===== src/adcc_pkg.sv =====
// Package for the converter control and result block: register map,
// field positions, reset values and clock divider codes.
// Assumes a byte-wide data-memory register port inside the controller.
package adcc_pkg;

  // Register offsets in data memory
  localparam logic [7:0] ADDR_RESULT_LOW  = 8'h24;
  localparam logic [7:0] ADDR_RESULT_HIGH = 8'h25;
  localparam logic [7:0] ADDR_CTRL        = 8'h26;
  localparam logic [7:0] ADDR_CLK         = 8'h27;
  localparam logic [7:0] ADDR_IRQ_STAT    = 8'h28;
  localparam logic [7:0] ADDR_IRQ_EN      = 8'h29;
  localparam logic [7:0] ADDR_IRQ_CLR     = 8'h2a;

  // Control register fields
  localparam int CTRL_CH_LSB   = 0;
  localparam int CTRL_PIN_LSB  = 3;
  localparam int CTRL_BUSY_BIT = 6;
  localparam int CTRL_START_BIT = 7;

  // Clock select codes, two low bits of the clock register
  localparam logic [1:0] CLK_DIV2  = 2'h0;
  localparam logic [1:0] CLK_DIV8  = 2'h1;
  localparam logic [1:0] CLK_DIV32 = 2'h2;
  localparam logic [5:0] DIV2_TC   = 6'h01;
  localparam logic [5:0] DIV8_TC   = 6'h07;
  localparam logic [5:0] DIV32_TC  = 6'h1f;
  localparam int CLK_TEST_BIT = 7;

  // Reset values
  localparam logic [7:0] CTRL_RST = 8'h00;
  localparam logic [7:0] CLK_RST  = 8'h00;

  // Interrupt status bits
  localparam int IRQ_DONE_BIT  = 0;
  localparam int IRQ_START_BIT = 1;
  localparam int IRQ_BITS      = 2;

  // Converter sequencer states, Gray coded along the path
  typedef enum logic [1:0] {
    ADCC_IDLE  = 2'b00,
    ADCC_ARMED = 2'b01,
    ADCC_CONV  = 2'b11,
    ADCC_DONE  = 2'b10
  } adcc_state_t;

endpackage


===== src/adcc_sar.sv =====
// Successive approximation sequencer for one 10-bit sample.
// Assumes the analog comparator output is already synchronised and
// that clk_en is a one-cycle pulse at the converter clock rate.
`timescale 1ns/10ps
module adcc_sar #(
  parameter int RES_BITS = 10
) (
  input  wire logic                sys_clk,  // System clock
  input  wire logic                rst_n,    // Synchronised reset, low active
  input  wire logic                clr,      // Abort and clear trial word
  input  wire logic                go,       // Begin a conversion
  input  wire logic                clk_en,   // Converter clock enable
  input  wire logic                cmp_hi,   // Input above trial level
  output logic [RES_BITS-1:0]      trial,    // Trial word to the DAC
  output logic                     done      // One-cycle completion pulse
);
  // Refused at elaboration: the shift mask only serves these widths
  if (RES_BITS < 2 || RES_BITS > 16) begin : g_bad_res_bits
    $error("RES_BITS out of range");
  end

  logic [RES_BITS-1:0] mask_q;
  logic                run_q;

  // One bit decided per converter clock, MSB first
  always_ff @(posedge sys_clk or negedge rst_n) begin
    if (!rst_n) begin
      trial  <= '0;
      mask_q <= '0;
      run_q  <= 1'b0;
      done   <= 1'b0;
    end else begin
      done <= 1'b0;
      if (clr) begin
        trial  <= '0;
        mask_q <= '0;
        run_q  <= 1'b0;
      end else if (go) begin
        mask_q <= {1'b1, {(RES_BITS-1){1'b0}}};
        trial  <= {1'b1, {(RES_BITS-1){1'b0}}};
        run_q  <= 1'b1;
      end else if (run_q && clk_en) begin
        // Keep or drop the bit under test, then try the next one
        trial  <= (cmp_hi ? trial : (trial & ~mask_q)) | (mask_q >> 1);
        mask_q <= mask_q >> 1;
        if (mask_q[0]) begin
          run_q <= 1'b0;
          done  <= 1'b1;
        end
      end
    end
  end
endmodule


===== src/adcc_top.sv =====
// Control and result logic of the 8-channel, 10-bit converter.
// Assumes the analog front end supplies a comparator level from its own
// domain, and software reaches the registers through a byte register port.
// Exact samples need the comparator to settle within one converter period.
`timescale 1ns/10ps
module adcc_top
  import adcc_pkg::*;
#(
  parameter int CHANNELS = 8,
  parameter int RES_BITS = 10
) (
  input  wire logic        sys_clk,           // System clock, 250 MHz
  input  wire logic        rstn,              // Chip reset, low active, async
  input  wire logic [7:0]  reg_addr,          // Register address
  input  wire logic [7:0]  reg_wdata,         // Write data
  input  wire logic        reg_wr,            // Write strobe
  input  wire logic        reg_rd,            // Read strobe
  output logic      [7:0]  reg_rdata,         // Read data, cycle after strobe
  input  wire logic        cmp_hi_async,      // Comparator level from front end
  output logic [RES_BITS-1:0] dac_trial,      // Trial word to the DAC
  output logic [2:0]       analog_mux_sel,    // Selected analog input
  output logic [7:0]       port_analog_en,    // Port pins in analog mode
  output logic             conv_power_on,     // Converter power enable
  output logic             adc_irq            // Interrupt, high while pending
);
  // Only the documented sizes fit the byte layout and the pin map
  if (CHANNELS != 8) begin : g_bad_channels
    $error("CHANNELS must be 8");
  end
  if (RES_BITS != 10) begin : g_bad_res_bits
    $error("RES_BITS must be 10");
  end

  // Reset release through two flops; assertion stays asynchronous so the
  // outputs drop at once, while release is clean against sys_clk
  logic rst_meta_q;
  logic rst_n;
  always_ff @(posedge sys_clk or negedge rstn) begin
    if (!rstn) begin
      rst_meta_q <= 1'b0;
      rst_n      <= 1'b0;
    end else begin
      rst_meta_q <= 1'b1;
      rst_n      <= rst_meta_q;
    end
  end

  // Comparator crosses from the analog side, first flop read only by second.
  // With the registered trial word this puts three cycles or more between a
  // trial change and its decision; the divide-by-2 rate is shorter than that,
  // so its samples are coarse and only the slower rates give exact results
  logic cmp_meta_q;
  logic cmp_q;
  always_ff @(posedge sys_clk or negedge rst_n) begin
    if (!rst_n) begin
      cmp_meta_q <= 1'b0;
      cmp_q      <= 1'b0;
    end else begin
      cmp_meta_q <= cmp_hi_async;
      cmp_q      <= cmp_meta_q;
    end
  end

  // Register-map fields and sequencer state
  logic [2:0]  chan_q;
  logic [2:0]  pin_cfg_q;
  logic        start_q;
  logic        busy_q;
  logic [1:0]  clk_sel_q;
  logic        clk_test_q;
  logic [IRQ_BITS-1:0] irq_stat_q;
  logic [IRQ_BITS-1:0] irq_en_q;
  logic [RES_BITS-1:0] result_q;
  adcc_state_t state_q;

  logic wr_ctrl;
  logic wr_clk;
  logic start_rise;
  logic start_fall;
  logic conv_done;
  logic [RES_BITS-1:0] sar_trial;
  logic [7:0] rdata_d;

  assign wr_ctrl    = reg_wr && (reg_addr == ADDR_CTRL);
  assign wr_clk     = reg_wr && (reg_addr == ADDR_CLK);
  assign start_rise = wr_ctrl && !start_q && reg_wdata[CTRL_START_BIT];
  assign start_fall = wr_ctrl && start_q && !reg_wdata[CTRL_START_BIT];

  // Control register: channel, pin code and start bit
  // The busy bit is read-only; a write to its position is dropped
  always_ff @(posedge sys_clk or negedge rst_n) begin
    if (!rst_n) begin
      chan_q    <= CTRL_RST[CTRL_CH_LSB +: 3];
      pin_cfg_q <= CTRL_RST[CTRL_PIN_LSB +: 3];
      start_q   <= CTRL_RST[CTRL_START_BIT];
    end else if (wr_ctrl) begin
      chan_q    <= reg_wdata[CTRL_CH_LSB +: 3];
      pin_cfg_q <= reg_wdata[CTRL_PIN_LSB +: 3];
      start_q   <= reg_wdata[CTRL_START_BIT];
    end
  end

  // Clock setting register; the test bit is stored but steers nothing
  // A new code takes effect at once; change it only between conversions
  always_ff @(posedge sys_clk or negedge rst_n) begin
    if (!rst_n) begin
      clk_sel_q  <= CLK_RST[1:0];
      clk_test_q <= CLK_RST[CLK_TEST_BIT];
    end else if (wr_clk) begin
      clk_sel_q  <= reg_wdata[1:0];
      clk_test_q <= reg_wdata[CLK_TEST_BIT];
    end
  end

  // Converter clock divider; code 11 is undefined and treated as /32,
  // the slowest rate being the safe guess
  // Realigning at start keeps the conversion time a whole number of periods
  logic [5:0] div_cnt_q;
  logic [5:0] div_tc;
  logic       conv_clk_en;
  always_comb begin
    case (clk_sel_q)
      CLK_DIV2:  div_tc = DIV2_TC;
      CLK_DIV8:  div_tc = DIV8_TC;
      CLK_DIV32: div_tc = DIV32_TC;
      default:   div_tc = DIV32_TC;
    endcase
  end
  assign conv_clk_en = (div_cnt_q >= div_tc);
  always_ff @(posedge sys_clk or negedge rst_n) begin
    if (!rst_n) begin
      div_cnt_q <= '0;
    end else if (conv_clk_en || start_fall) begin
      div_cnt_q <= '0;                 // Phase realigned at each start
    end else begin
      div_cnt_q <= div_cnt_q + 6'h01;
    end
  end

  // Conversion sequencer and busy flag
  // A falling start while the pin code is zero leaves the sequencer armed:
  // the converter is unpowered, so nothing is begun and busy stays set
  always_ff @(posedge sys_clk or negedge rst_n) begin
    if (!rst_n) begin
      state_q <= ADCC_IDLE;
      busy_q  <= 1'b0;
    end else begin
      case (state_q)
        ADCC_IDLE, ADCC_DONE: begin
          if (start_rise) begin
            state_q <= ADCC_ARMED;
            busy_q  <= 1'b1;
          end
        end
        ADCC_ARMED: begin
          if (start_fall && conv_power_on) begin
            state_q <= ADCC_CONV;
          end
        end
        ADCC_CONV: begin
          if (start_rise) begin
            state_q <= ADCC_ARMED;     // Rising edge aborts and re-arms
          end else if (conv_done) begin
            state_q <= ADCC_DONE;
            busy_q  <= 1'b0;
          end
        end
        default: begin
          state_q <= ADCC_IDLE;
        end
      endcase
    end
  end

  // Successive approximation engine
  // A rising start clears it at once; the falling start loads the first trial
  adcc_sar #(
    .RES_BITS (RES_BITS)
  ) u_sar (
    .sys_clk (sys_clk),
    .rst_n   (rst_n),
    .clr     (start_rise),
    .go      (state_q == ADCC_ARMED && start_fall && conv_power_on),
    .clk_en  (conv_clk_en),
    .cmp_hi  (cmp_q),
    .trial   (sar_trial),
    .done    (conv_done)
  );

  // Result latched only on completion, so byte reads stay coherent
  // An aborted conversion never reaches here, so the last good sample stays
  always_ff @(posedge sys_clk or negedge rst_n) begin
    if (!rst_n) begin
      result_q <= '0;
    end else if (conv_done && state_q == ADCC_CONV && !start_rise) begin
      result_q <= sar_trial;
    end
  end

  // Analog routing outputs
  // Registered so every pin-facing output comes straight from a flop
  always_ff @(posedge sys_clk or negedge rst_n) begin
    if (!rst_n) begin
      analog_mux_sel <= '0;
      conv_power_on  <= 1'b0;
      dac_trial      <= '0;
    end else begin
      analog_mux_sel <= chan_q;
      conv_power_on  <= (pin_cfg_q != 3'h0);
      dac_trial      <= sar_trial;
    end
  end

  // Pin code k makes the k lowest port pins analog, except code 7, which
  // turns all eight over; a plain compare would leave the top pin digital
  genvar gi;
  generate
    for (gi = 0; gi < CHANNELS; gi++) begin : g_pin
      always_ff @(posedge sys_clk or negedge rst_n) begin
        if (!rst_n) begin
          port_analog_en[gi] <= 1'b0;
        end else begin
          port_analog_en[gi] <= (pin_cfg_q == 3'h7) || (int'(pin_cfg_q) > gi);
        end
      end
    end
  endgenerate

  // Interrupt status: set wins over clear in the same cycle
  // Bit 0 marks a finished sample, bit 1 a conversion that really began
  logic [IRQ_BITS-1:0] irq_set;
  logic [IRQ_BITS-1:0] irq_clr;
  always_comb begin
    irq_set = '0;
    irq_set[IRQ_DONE_BIT]  = conv_done && state_q == ADCC_CONV && !start_rise;
    irq_set[IRQ_START_BIT] = start_fall && state_q == ADCC_ARMED && conv_power_on;
  end
  assign irq_clr = (reg_wr && reg_addr == ADDR_IRQ_CLR) ? reg_wdata[IRQ_BITS-1:0] : '0;

  always_ff @(posedge sys_clk or negedge rst_n) begin
    if (!rst_n) begin
      irq_stat_q <= '0;
    end else begin
      irq_stat_q <= (irq_stat_q & ~irq_clr) | irq_set;
    end
  end

  always_ff @(posedge sys_clk or negedge rst_n) begin
    if (!rst_n) begin
      irq_en_q <= '0;
    end else if (reg_wr && reg_addr == ADDR_IRQ_EN) begin
      irq_en_q <= reg_wdata[IRQ_BITS-1:0];
    end
  end

  // Level interrupt, registered
  // A handler that clears the status sees the level fall one edge after the write edge
  always_ff @(posedge sys_clk or negedge rst_n) begin
    if (!rst_n) begin
      adc_irq <= 1'b0;
    end else begin
      adc_irq <= |(irq_stat_q & irq_en_q);
    end
  end

  // Read mux; unmapped addresses read zero
  // Reads have no side effects, so polling the busy bit is harmless
  always_comb begin
    rdata_d = 8'h00;
    case (reg_addr)
      ADDR_RESULT_LOW:  rdata_d = {result_q[1:0], 6'h00};
      ADDR_RESULT_HIGH: rdata_d = result_q[9:2];
      ADDR_CTRL:        rdata_d = {start_q, busy_q, pin_cfg_q, chan_q};
      ADDR_CLK:         rdata_d = {clk_test_q, 5'h00, clk_sel_q};
      ADDR_IRQ_STAT:    rdata_d = {{(8-IRQ_BITS){1'b0}}, irq_stat_q};
      ADDR_IRQ_EN:      rdata_d = {{(8-IRQ_BITS){1'b0}}, irq_en_q};
      default:          rdata_d = 8'h00;
    endcase
  end

  // Read data stands one cycle after the strobe only
  always_ff @(posedge sys_clk or negedge rst_n) begin
    if (!rst_n) begin
      reg_rdata <= 8'h00;
    end else if (reg_rd) begin
      reg_rdata <= rdata_d;
    end else begin
      reg_rdata <= 8'h00;
    end
  end

endmodule


===== config.mk =====
export PLATFORM = sky130hd
export DESIGN_NAME = adcc_top
export DESIGN_NICKNAME = d
export VERILOG_FILES = /design/src/adcc_pkg.sv /design/src/adcc_sar.sv /design/src/adcc_top.sv
export SDC_FILE = /design/constraint.sdc
export NUM_CORES = 1
export LEC_CHECK = 0
export BUFFER_PORTS_ARGS = -buffer_cell sky130_fd_sc_hd__clkbuf_2
export CAP_MARGIN = 5
export CELL_PAD_IN_SITES_DETAIL_PLACEMENT = 1
export CELL_PAD_IN_SITES_GLOBAL_PLACEMENT = 1
export CORE_AREA = 2 2 127 79
export DETAILED_ROUTE_END_ITERATION = 10
export DIE_AREA = 0 0 129 81
export PLACE_DENSITY = 0.74
export SETUP_SLACK_MARGIN = 0.02
export SLEW_MARGIN = 20
export SYNTH_ARGS = -nofsm -noshare
export SYNTH_HDL_FRONTEND = slang
export SYNTH_HIERARCHICAL = 1
export SYNTH_SLANG_ARGS = --single-unit

===== constraint.sdc =====
create_clock -name sys_clk -period 2.8 [get_ports sys_clk]
set_clock_uncertainty 0.05 [all_clocks]
set_input_delay 0.42 -clock sys_clk [delete_from_list [all_inputs] [get_ports sys_clk]]
set_output_delay 0.42 -clock sys_clk [all_outputs]
set_load 0.005 [all_outputs]

[Yosys cells after proc, flatten, opt, wreduce, memory -nomap -nowiden]
Index checks and enable logic that the tools add are counted.
Storage, ports and cells
  logic and storage cells: 130
  register bits after elaboration: 90
  input port bits: 21
  output and inout bits: 31
Operators by class
  reduce and logical (&&, ||, !) cells: 36
  bitwise gates (word level): 7
  order comparisons: 8
  $add $sub $neg: 1
  eq/ne operators: 17
  mux-type cells: 29
Operators by type and width (number)
  10-bit two-way mux: 7
  8-bit by 6-bit equality test with 1-bit output (second input constant): 7
  8-bit one-hot mux with 6 select lines: 1
  1-bit logical AND: 14
  1-bit two-way mux: 11
  10-bit AND: 1
  2-bit two-way mux: 5
  10-bit NOT: 1
  10-bit by 9-bit OR with 10-bit output: 1
  5-bit one-hot mux with 2 select lines: 1
  3-bit > comparator (second input constant): 3
  3-bit nonzero test: 3
  1-bit logical OR: 8
  8-bit two-way mux: 1
  6-bit by 1-bit adder with 6-bit output (second input constant): 1
  6-bit greater-or-equal comparator: 1
  3-bit by 1-bit > comparator with 1-bit output (second input constant): 2
  3-bit by 2-bit > comparator with 1-bit output (second input constant): 2
  6-bit two-way mux: 1
  2-bit inequality test (second input constant): 3
  2-bit one-hot mux with 3 select lines: 1
  2-bit AND: 2
  2-bit by 1-bit equality test with 1-bit output (second input constant): 2
  2-bit equality test (second input constant): 2
  other kinds (13): 17

[Longest topological paths before layout]
  depth in word-level cells: 8
  gate-level depth with buffers: 8
  depth with buffers taken out: 7

[Cells and area by module]
The synthesis kept the hierarchy.
By module, submodules not included
  adcc_top: cells an instance 194, seq. area each 1676.6 sq um, instances 1, area an instance 2657.5 sq um
  adcc_sar: cells an instance 98, seq. area each 550.5 sq um, instances 1, area an instance 1163.6 sq um

[Worst setup path before layout]
OpenSTA, ideal clock, no wires.
  path kind: in2reg
  from: input reg_addr[4]
  to: register u_sar.mask_q[4]
  setup time: 0.122 ns
  buffers on the path: 2
  slack: 0.776 ns
  stages on the path: 7
  arrival time: 1.852 ns
  cells stage by stage: nor4b_4 > nand4_1 > nor3_2 > or2_1 > buf_6 > buf_12 > a21oi_2
On the way
  longest elaborated chain between the ends: 8
  elaborated cells on any way between the ends: 11
  those cells by class: eq/ne: 1; mux: 2; reduce/logical: 8
RTL lines
  start: declaration: line adcc_top.sv:14  | input wire logic [7:0] reg_addr,
  8-bit by 6-bit equality test with 1-bit output (*): line adcc_top.sv:84  | assign wr_ctrl = reg_wr && (reg_addr == ADDR_CTRL);
  1-bit logical AND (*): line adcc_top.sv:84
  1-bit logical AND (*) (2 in a row): line adcc_top.sv:87  | assign start_fall = wr_ctrl && start_q && !reg_wdata[CTRL_START_BIT];
  1-bit logical AND (*) (2 in a row)
  net irq_set[1]: line adcc_top.sv:231  | logic [IRQ_BITS-1:0] irq_set;
  10-bit two-way mux: line adcc_sar.sv:38  | end else if (go) begin
  10-bit two-way mux: line adcc_sar.sv:34  | if (clr) begin
  end signal: assignment: line adcc_sar.sv:39  | mask_q <= {1'b1, {(RES_BITS-1){1'b0}}};
  end signal: assignment: line adcc_sar.sv:45  | mask_q <= mask_q >> 1;
  end: declaration: line adcc_sar.sv:22  | logic [RES_BITS-1:0] mask_q;
Mark *: on every way through the listed nets, which the timed path passes. The rest lies on a longest branch.
A chain may end at the register's enable or synchronous reset.

[Worst setup path in the final report]
  from: register clk_sel_q[1]
  to: register u_sar.trial[3]
On the way
  longest elaborated chain between the ends: 5
  elaborated cells on any way between the ends: 6
  those cells by class: order compare: 1; eq/ne: 1; mux: 1; reduce/logical: 3
RTL lines
  start: declaration: line adcc_top.sv:69  | logic [1:0] clk_sel_q;
  start signal: assignment: line adcc_top.sv:107  | clk_sel_q <= CLK_RST[1:0];
  start signal: assignment: line adcc_top.sv:110  | clk_sel_q <= reg_wdata[1:0];
  2-bit by 1-bit equality test with 1-bit output or 2-bit zero test (tied branches): line adcc_top.sv:122  | case (clk_sel_q)
  5-bit one-hot mux with 2 select lines (*): line adcc_top.sv:122
  6-bit greater-or-equal comparator (*): line adcc_top.sv:129  | assign conv_clk_en = (div_cnt_q >= div_tc);
  net conv_clk_en: line adcc_top.sv:120  | logic conv_clk_en;
  1-bit logical AND (*): line adcc_sar.sv:42  | end else if (run_q && clk_en) begin
  3-bit nonzero test (no source line) (*)
  end signal: assignment: line adcc_sar.sv:40  | trial <= {1'b1, {(RES_BITS-1){1'b0}}};
  end signal: assignment: line adcc_sar.sv:44  | trial <= (cmp_hi ? trial : (trial & ~mask_q)) | (mask_q >> 1);
  end: declaration: line adcc_sar.sv:14  | output logic [RES_BITS-1:0] trial,
Marked as above.

==> impl_results.md <==
* H-tree depth at 3
* Most common flop cell mapped by yosys: dfrtp_1
* Core area at 0.00949 sq mm
* Syn nets at 318
* Sw Share at 26.6%
* Yosys reg bits at 89
* Initial Util at 40.2%
* Count leader, synth: dfrtp_1
* Seq pwr share at 47.8%
* Number of enable flip-flop cells after synthesis at 0
* Critical Path RT at 2.99 ns
* Clock-pin slew on the worst setup and hold paths at 0.06 ns
* CTS Buf Count at 9
* Post-DRT Antenna Nets at 0
* Clock share of power at 40.4%
* CTS tree: yes
* Commonest cells post-synth: 89 x dfrtp_1, 17 x nor2_1, 16 x mux2_2, 16 x nand2_1, 13 x nand3_1
* Reg2reg start: clk_sel_q[1]
* Static leakage at 2.14 nW
* 1st-iter DRT viols at 113
* Maxcap violations at 0
* DR pass1 iterations at 4
* Area growth, synth to finish at 17.6%
* CP Cell Sequence: inv_1, ha_1, nand2_1, o21ai_0, a211o_1, nand3_1, o22ai_1
* DRC viols at 0
* CP startpoint: clk_sel_q[1]
* Yosys warns at 6
* Ranking of synthesized cells by area: dfrtp_1 58%, mux2_2 4.7%, mux2_4 3.1%, and4b_1 2.6%, a21bo_2 2.4%
* Vias in the first global route at 2544
* Cell variety after synth at 55
* Avg WL per Cell at 17.3 um
* Worst slew pin tran at 0.970 ns
* Final setup viols at 0
* Max Freq at 0.400 GHz
* Pre-CTS setup slack at 0.341 ns
* Design Area, Final at 0.00450 sq mm
* Diodes inserted at 0
* Initial antenna violation count at 0
* P_int at 2.16 mW
* RSZ-0062 raised after global routing: no
* Synth top area share at 58.3%
* Vias per cell at 5.09
* Horiz. Die Dim at 129 um
* Root Driver: clkbuf_16
* Post-synth ARST share at 100%
* Synth Cell Area at 0.00382 sq mm
* Clk_lat worst skew at 0.34 ns
* Die area at 0.0104 sq mm
* Slowest CP cell: a211o_1
* Seq/Total Area, Yosys at 58.3%
* Fin crit share at 89.3%
* Clock Path Buffers at 2
* Syn avg cell area at 13.1 sq um
* Slew headroom at 35.3%
* Share of layout cells above drive strength 1 at 35.6%
* Mapped Cells at 292
* First-pass GRT wire length at 14100 um
* Final Hold Viols at 0
* Slew Limit Fails at 0
* Final RePlAce weighted congestion at 0.806
* Total grt overflow at 0
* DP HPWL at 5850 um
* Setup crit end kind: register
* Min cycle time layout at 2.50 ns
* Final wirelength at 8340 um
* WP data arrival at 2.69 ns
* Site Rows at 28
* Die Ht at 81 um
* CP peak stage delay at 0.80 ns
* Clock Sinks at 89
* Critical Path Start Type: register
* VDD IR max at 0.000401 V
* Setup TNS at 0 ns
* Hold crit path type: input port to register
* Fin nets at 369
* Final WS setup at 0.299 ns
* Synth area leader: dfrtp_1
* Pwr/cell area at 656 mW/mm^2
* Via count at 2457
* Worst Setup Path Type: register to register
* All-Layer GR Usage at 18.1%
* Largest net degree at the start of global routing at 49
* Min-delay src: cmp_hi_async
* Cell Area, Placed at 0.00419 sq mm
* Status: completed
* Psw at 0.784 mW
* CP Max Fanout at 33
* Combinational share of power at 11.8%
* Setup Buffers After CTS at 0
* Input/output buffers at 50
* # IOs at 52
## cells in the final DEF, fill, tap and decap left out, types with 2 or more instances in the layout
| cell | n |
|---|---|
| clkinvlp_4 | 4 |
| clkbuf_16 | 9 |
| xnor2_1 | 2 |
| mux2_2 | 16 |
| a22o_1 | 2 |
| buf_4 | 6 |
| dfrtp_1 | 88 |
| a22oi_1 | 5 |
| nor2b_1 | 6 |
| a21bo_2 | 9 |
| and3_1 | 3 |
| nand2_1 | 16 |
| nand3_1 | 13 |
| o22ai_1 | 7 |
| ha_1 | 5 |
| mux2_4 | 8 |
| a21bo_1 | 2 |
| o22ai_2 | 2 |
| a21o_1 | 4 |
| nor2_1 | 17 |
| inv_1 | 4 |
| or2_1 | 2 |
| nand4_1 | 2 |
| and4b_1 | 10 |
| mux2i_1 | 2 |
| a21oi_2 | 9 |
| a21oi_1 | 5 |
| or3b_1 | 9 |
| clkbuf_2 | 50 |
## per-layer routing
metal | vias to the layer above | track usage [%] | routed length, um
met4 | 0 | 6.20 | 102
met2 | 45 | 26.6 | 3560
met1 | 1256 | 26.2 | 4350
met3 | 10 | 4.61 | 326
li1 | 1146 | - | -
met5 | - | 0 | 0
## through the flow
stage          power, mW  util [%]  hold WS [ns]  cells
3_3_place_gp        1.76      44.1         0.159    466
6_report            2.95      47.4         0.140    483
2_1_floorplan       1.66         -        0.0744    292
5_1_grt             3.10      47.4         0.125    483
3_5_place_dp        1.78      44.1         0.164    466
4_1_cts             2.99      47.4         0.122    483
## kinds of logic (layout without fill, tap and decap cells)
logic type | after synthesis | count (layout) | share of synthesized area (%)
muxes | 27 | 27 | 8.97
xor gates and xnor gates | 3 | 3 | 0.688
DFF | 89 | 89 | 58.3
buffers and inverters | 22 | 78 | 3.57
other | 1 | 1 | 0.0981
and+or+nand+nor | 92 | 92 | 15.4
adders and majority gates | 5 | 5 | 1.64
AOI/OAI and AO/OA | 53 | 53 | 11.3
## registers in the layout (all words and copies together), names as in the netlist, 2 cells and up
name            cells
result_q           10
analog_mux_sel      3
state_q             2
dac_trial          10
div_cnt_q           6
chan_q              3
port_analog_en      7
irq_stat_q          2
reg_rdata           8
pin_cfg_q           3
u_sar/trial        10
u_sar/mask_q       10
irq_en_q            2
clk_sel_q           2
## worst paths after layout
check | to | slack, ns | cells past startpoint
max | u_sar/trial[3] | 0.30 | 7
min | cmp_meta_q | 0.14 | 1
max reg2reg | u_sar/trial[3] | 0.30 | 7
min reg2reg | cmp_q | 0.30 | 0
max in group asynchronous | u_sar/mask_q[9] | 1.73 | 1
min in group asynchronous | port_analog_en[3] | 0.31 | 0
## cell type report
type | count | area, sq um
fill | 992 | 5000
sequential | 89 | 2230
multi-input combinational | 181 | 1460
timing repair buffer | 58 | 325
clock buffer | 10 | 229
tap | 135 | 169
clock inverter | 6 | 68.8
inverter | 4 | 15.0
## power groups by stage
stage	Clock [mW]	Combinational (mW)	Sequential, mW
2_1_floorplan	0	0.246	1.42
3_3_place_gp	0	0.333	1.43
3_5_place_dp	0	0.351	1.43
4_1_cts	1.23	0.354	1.41
5_1_grt	1.28	0.401	1.42
6_report	1.19	0.348	1.41
## critical path, delay by kind of cell (launching register included)
family | cells | cell delay (ns)
AND/OR/NAND/NOR | 2 | 0.33
buffers and inverters | 1 | 0.08
adder cells (fa/ha/maj) | 1 | 0.29
flip-flops | 1 | 0.38
AO/OA/AOI/OAI | 3 | 1.26
## timing repair
item,4_1_cts,5_1_grt
hold endpoints to repair,2,0
hold buffers,1,0
gates resized for setup,0,0
Note: power is estimated with default switching activity, not from simulation.
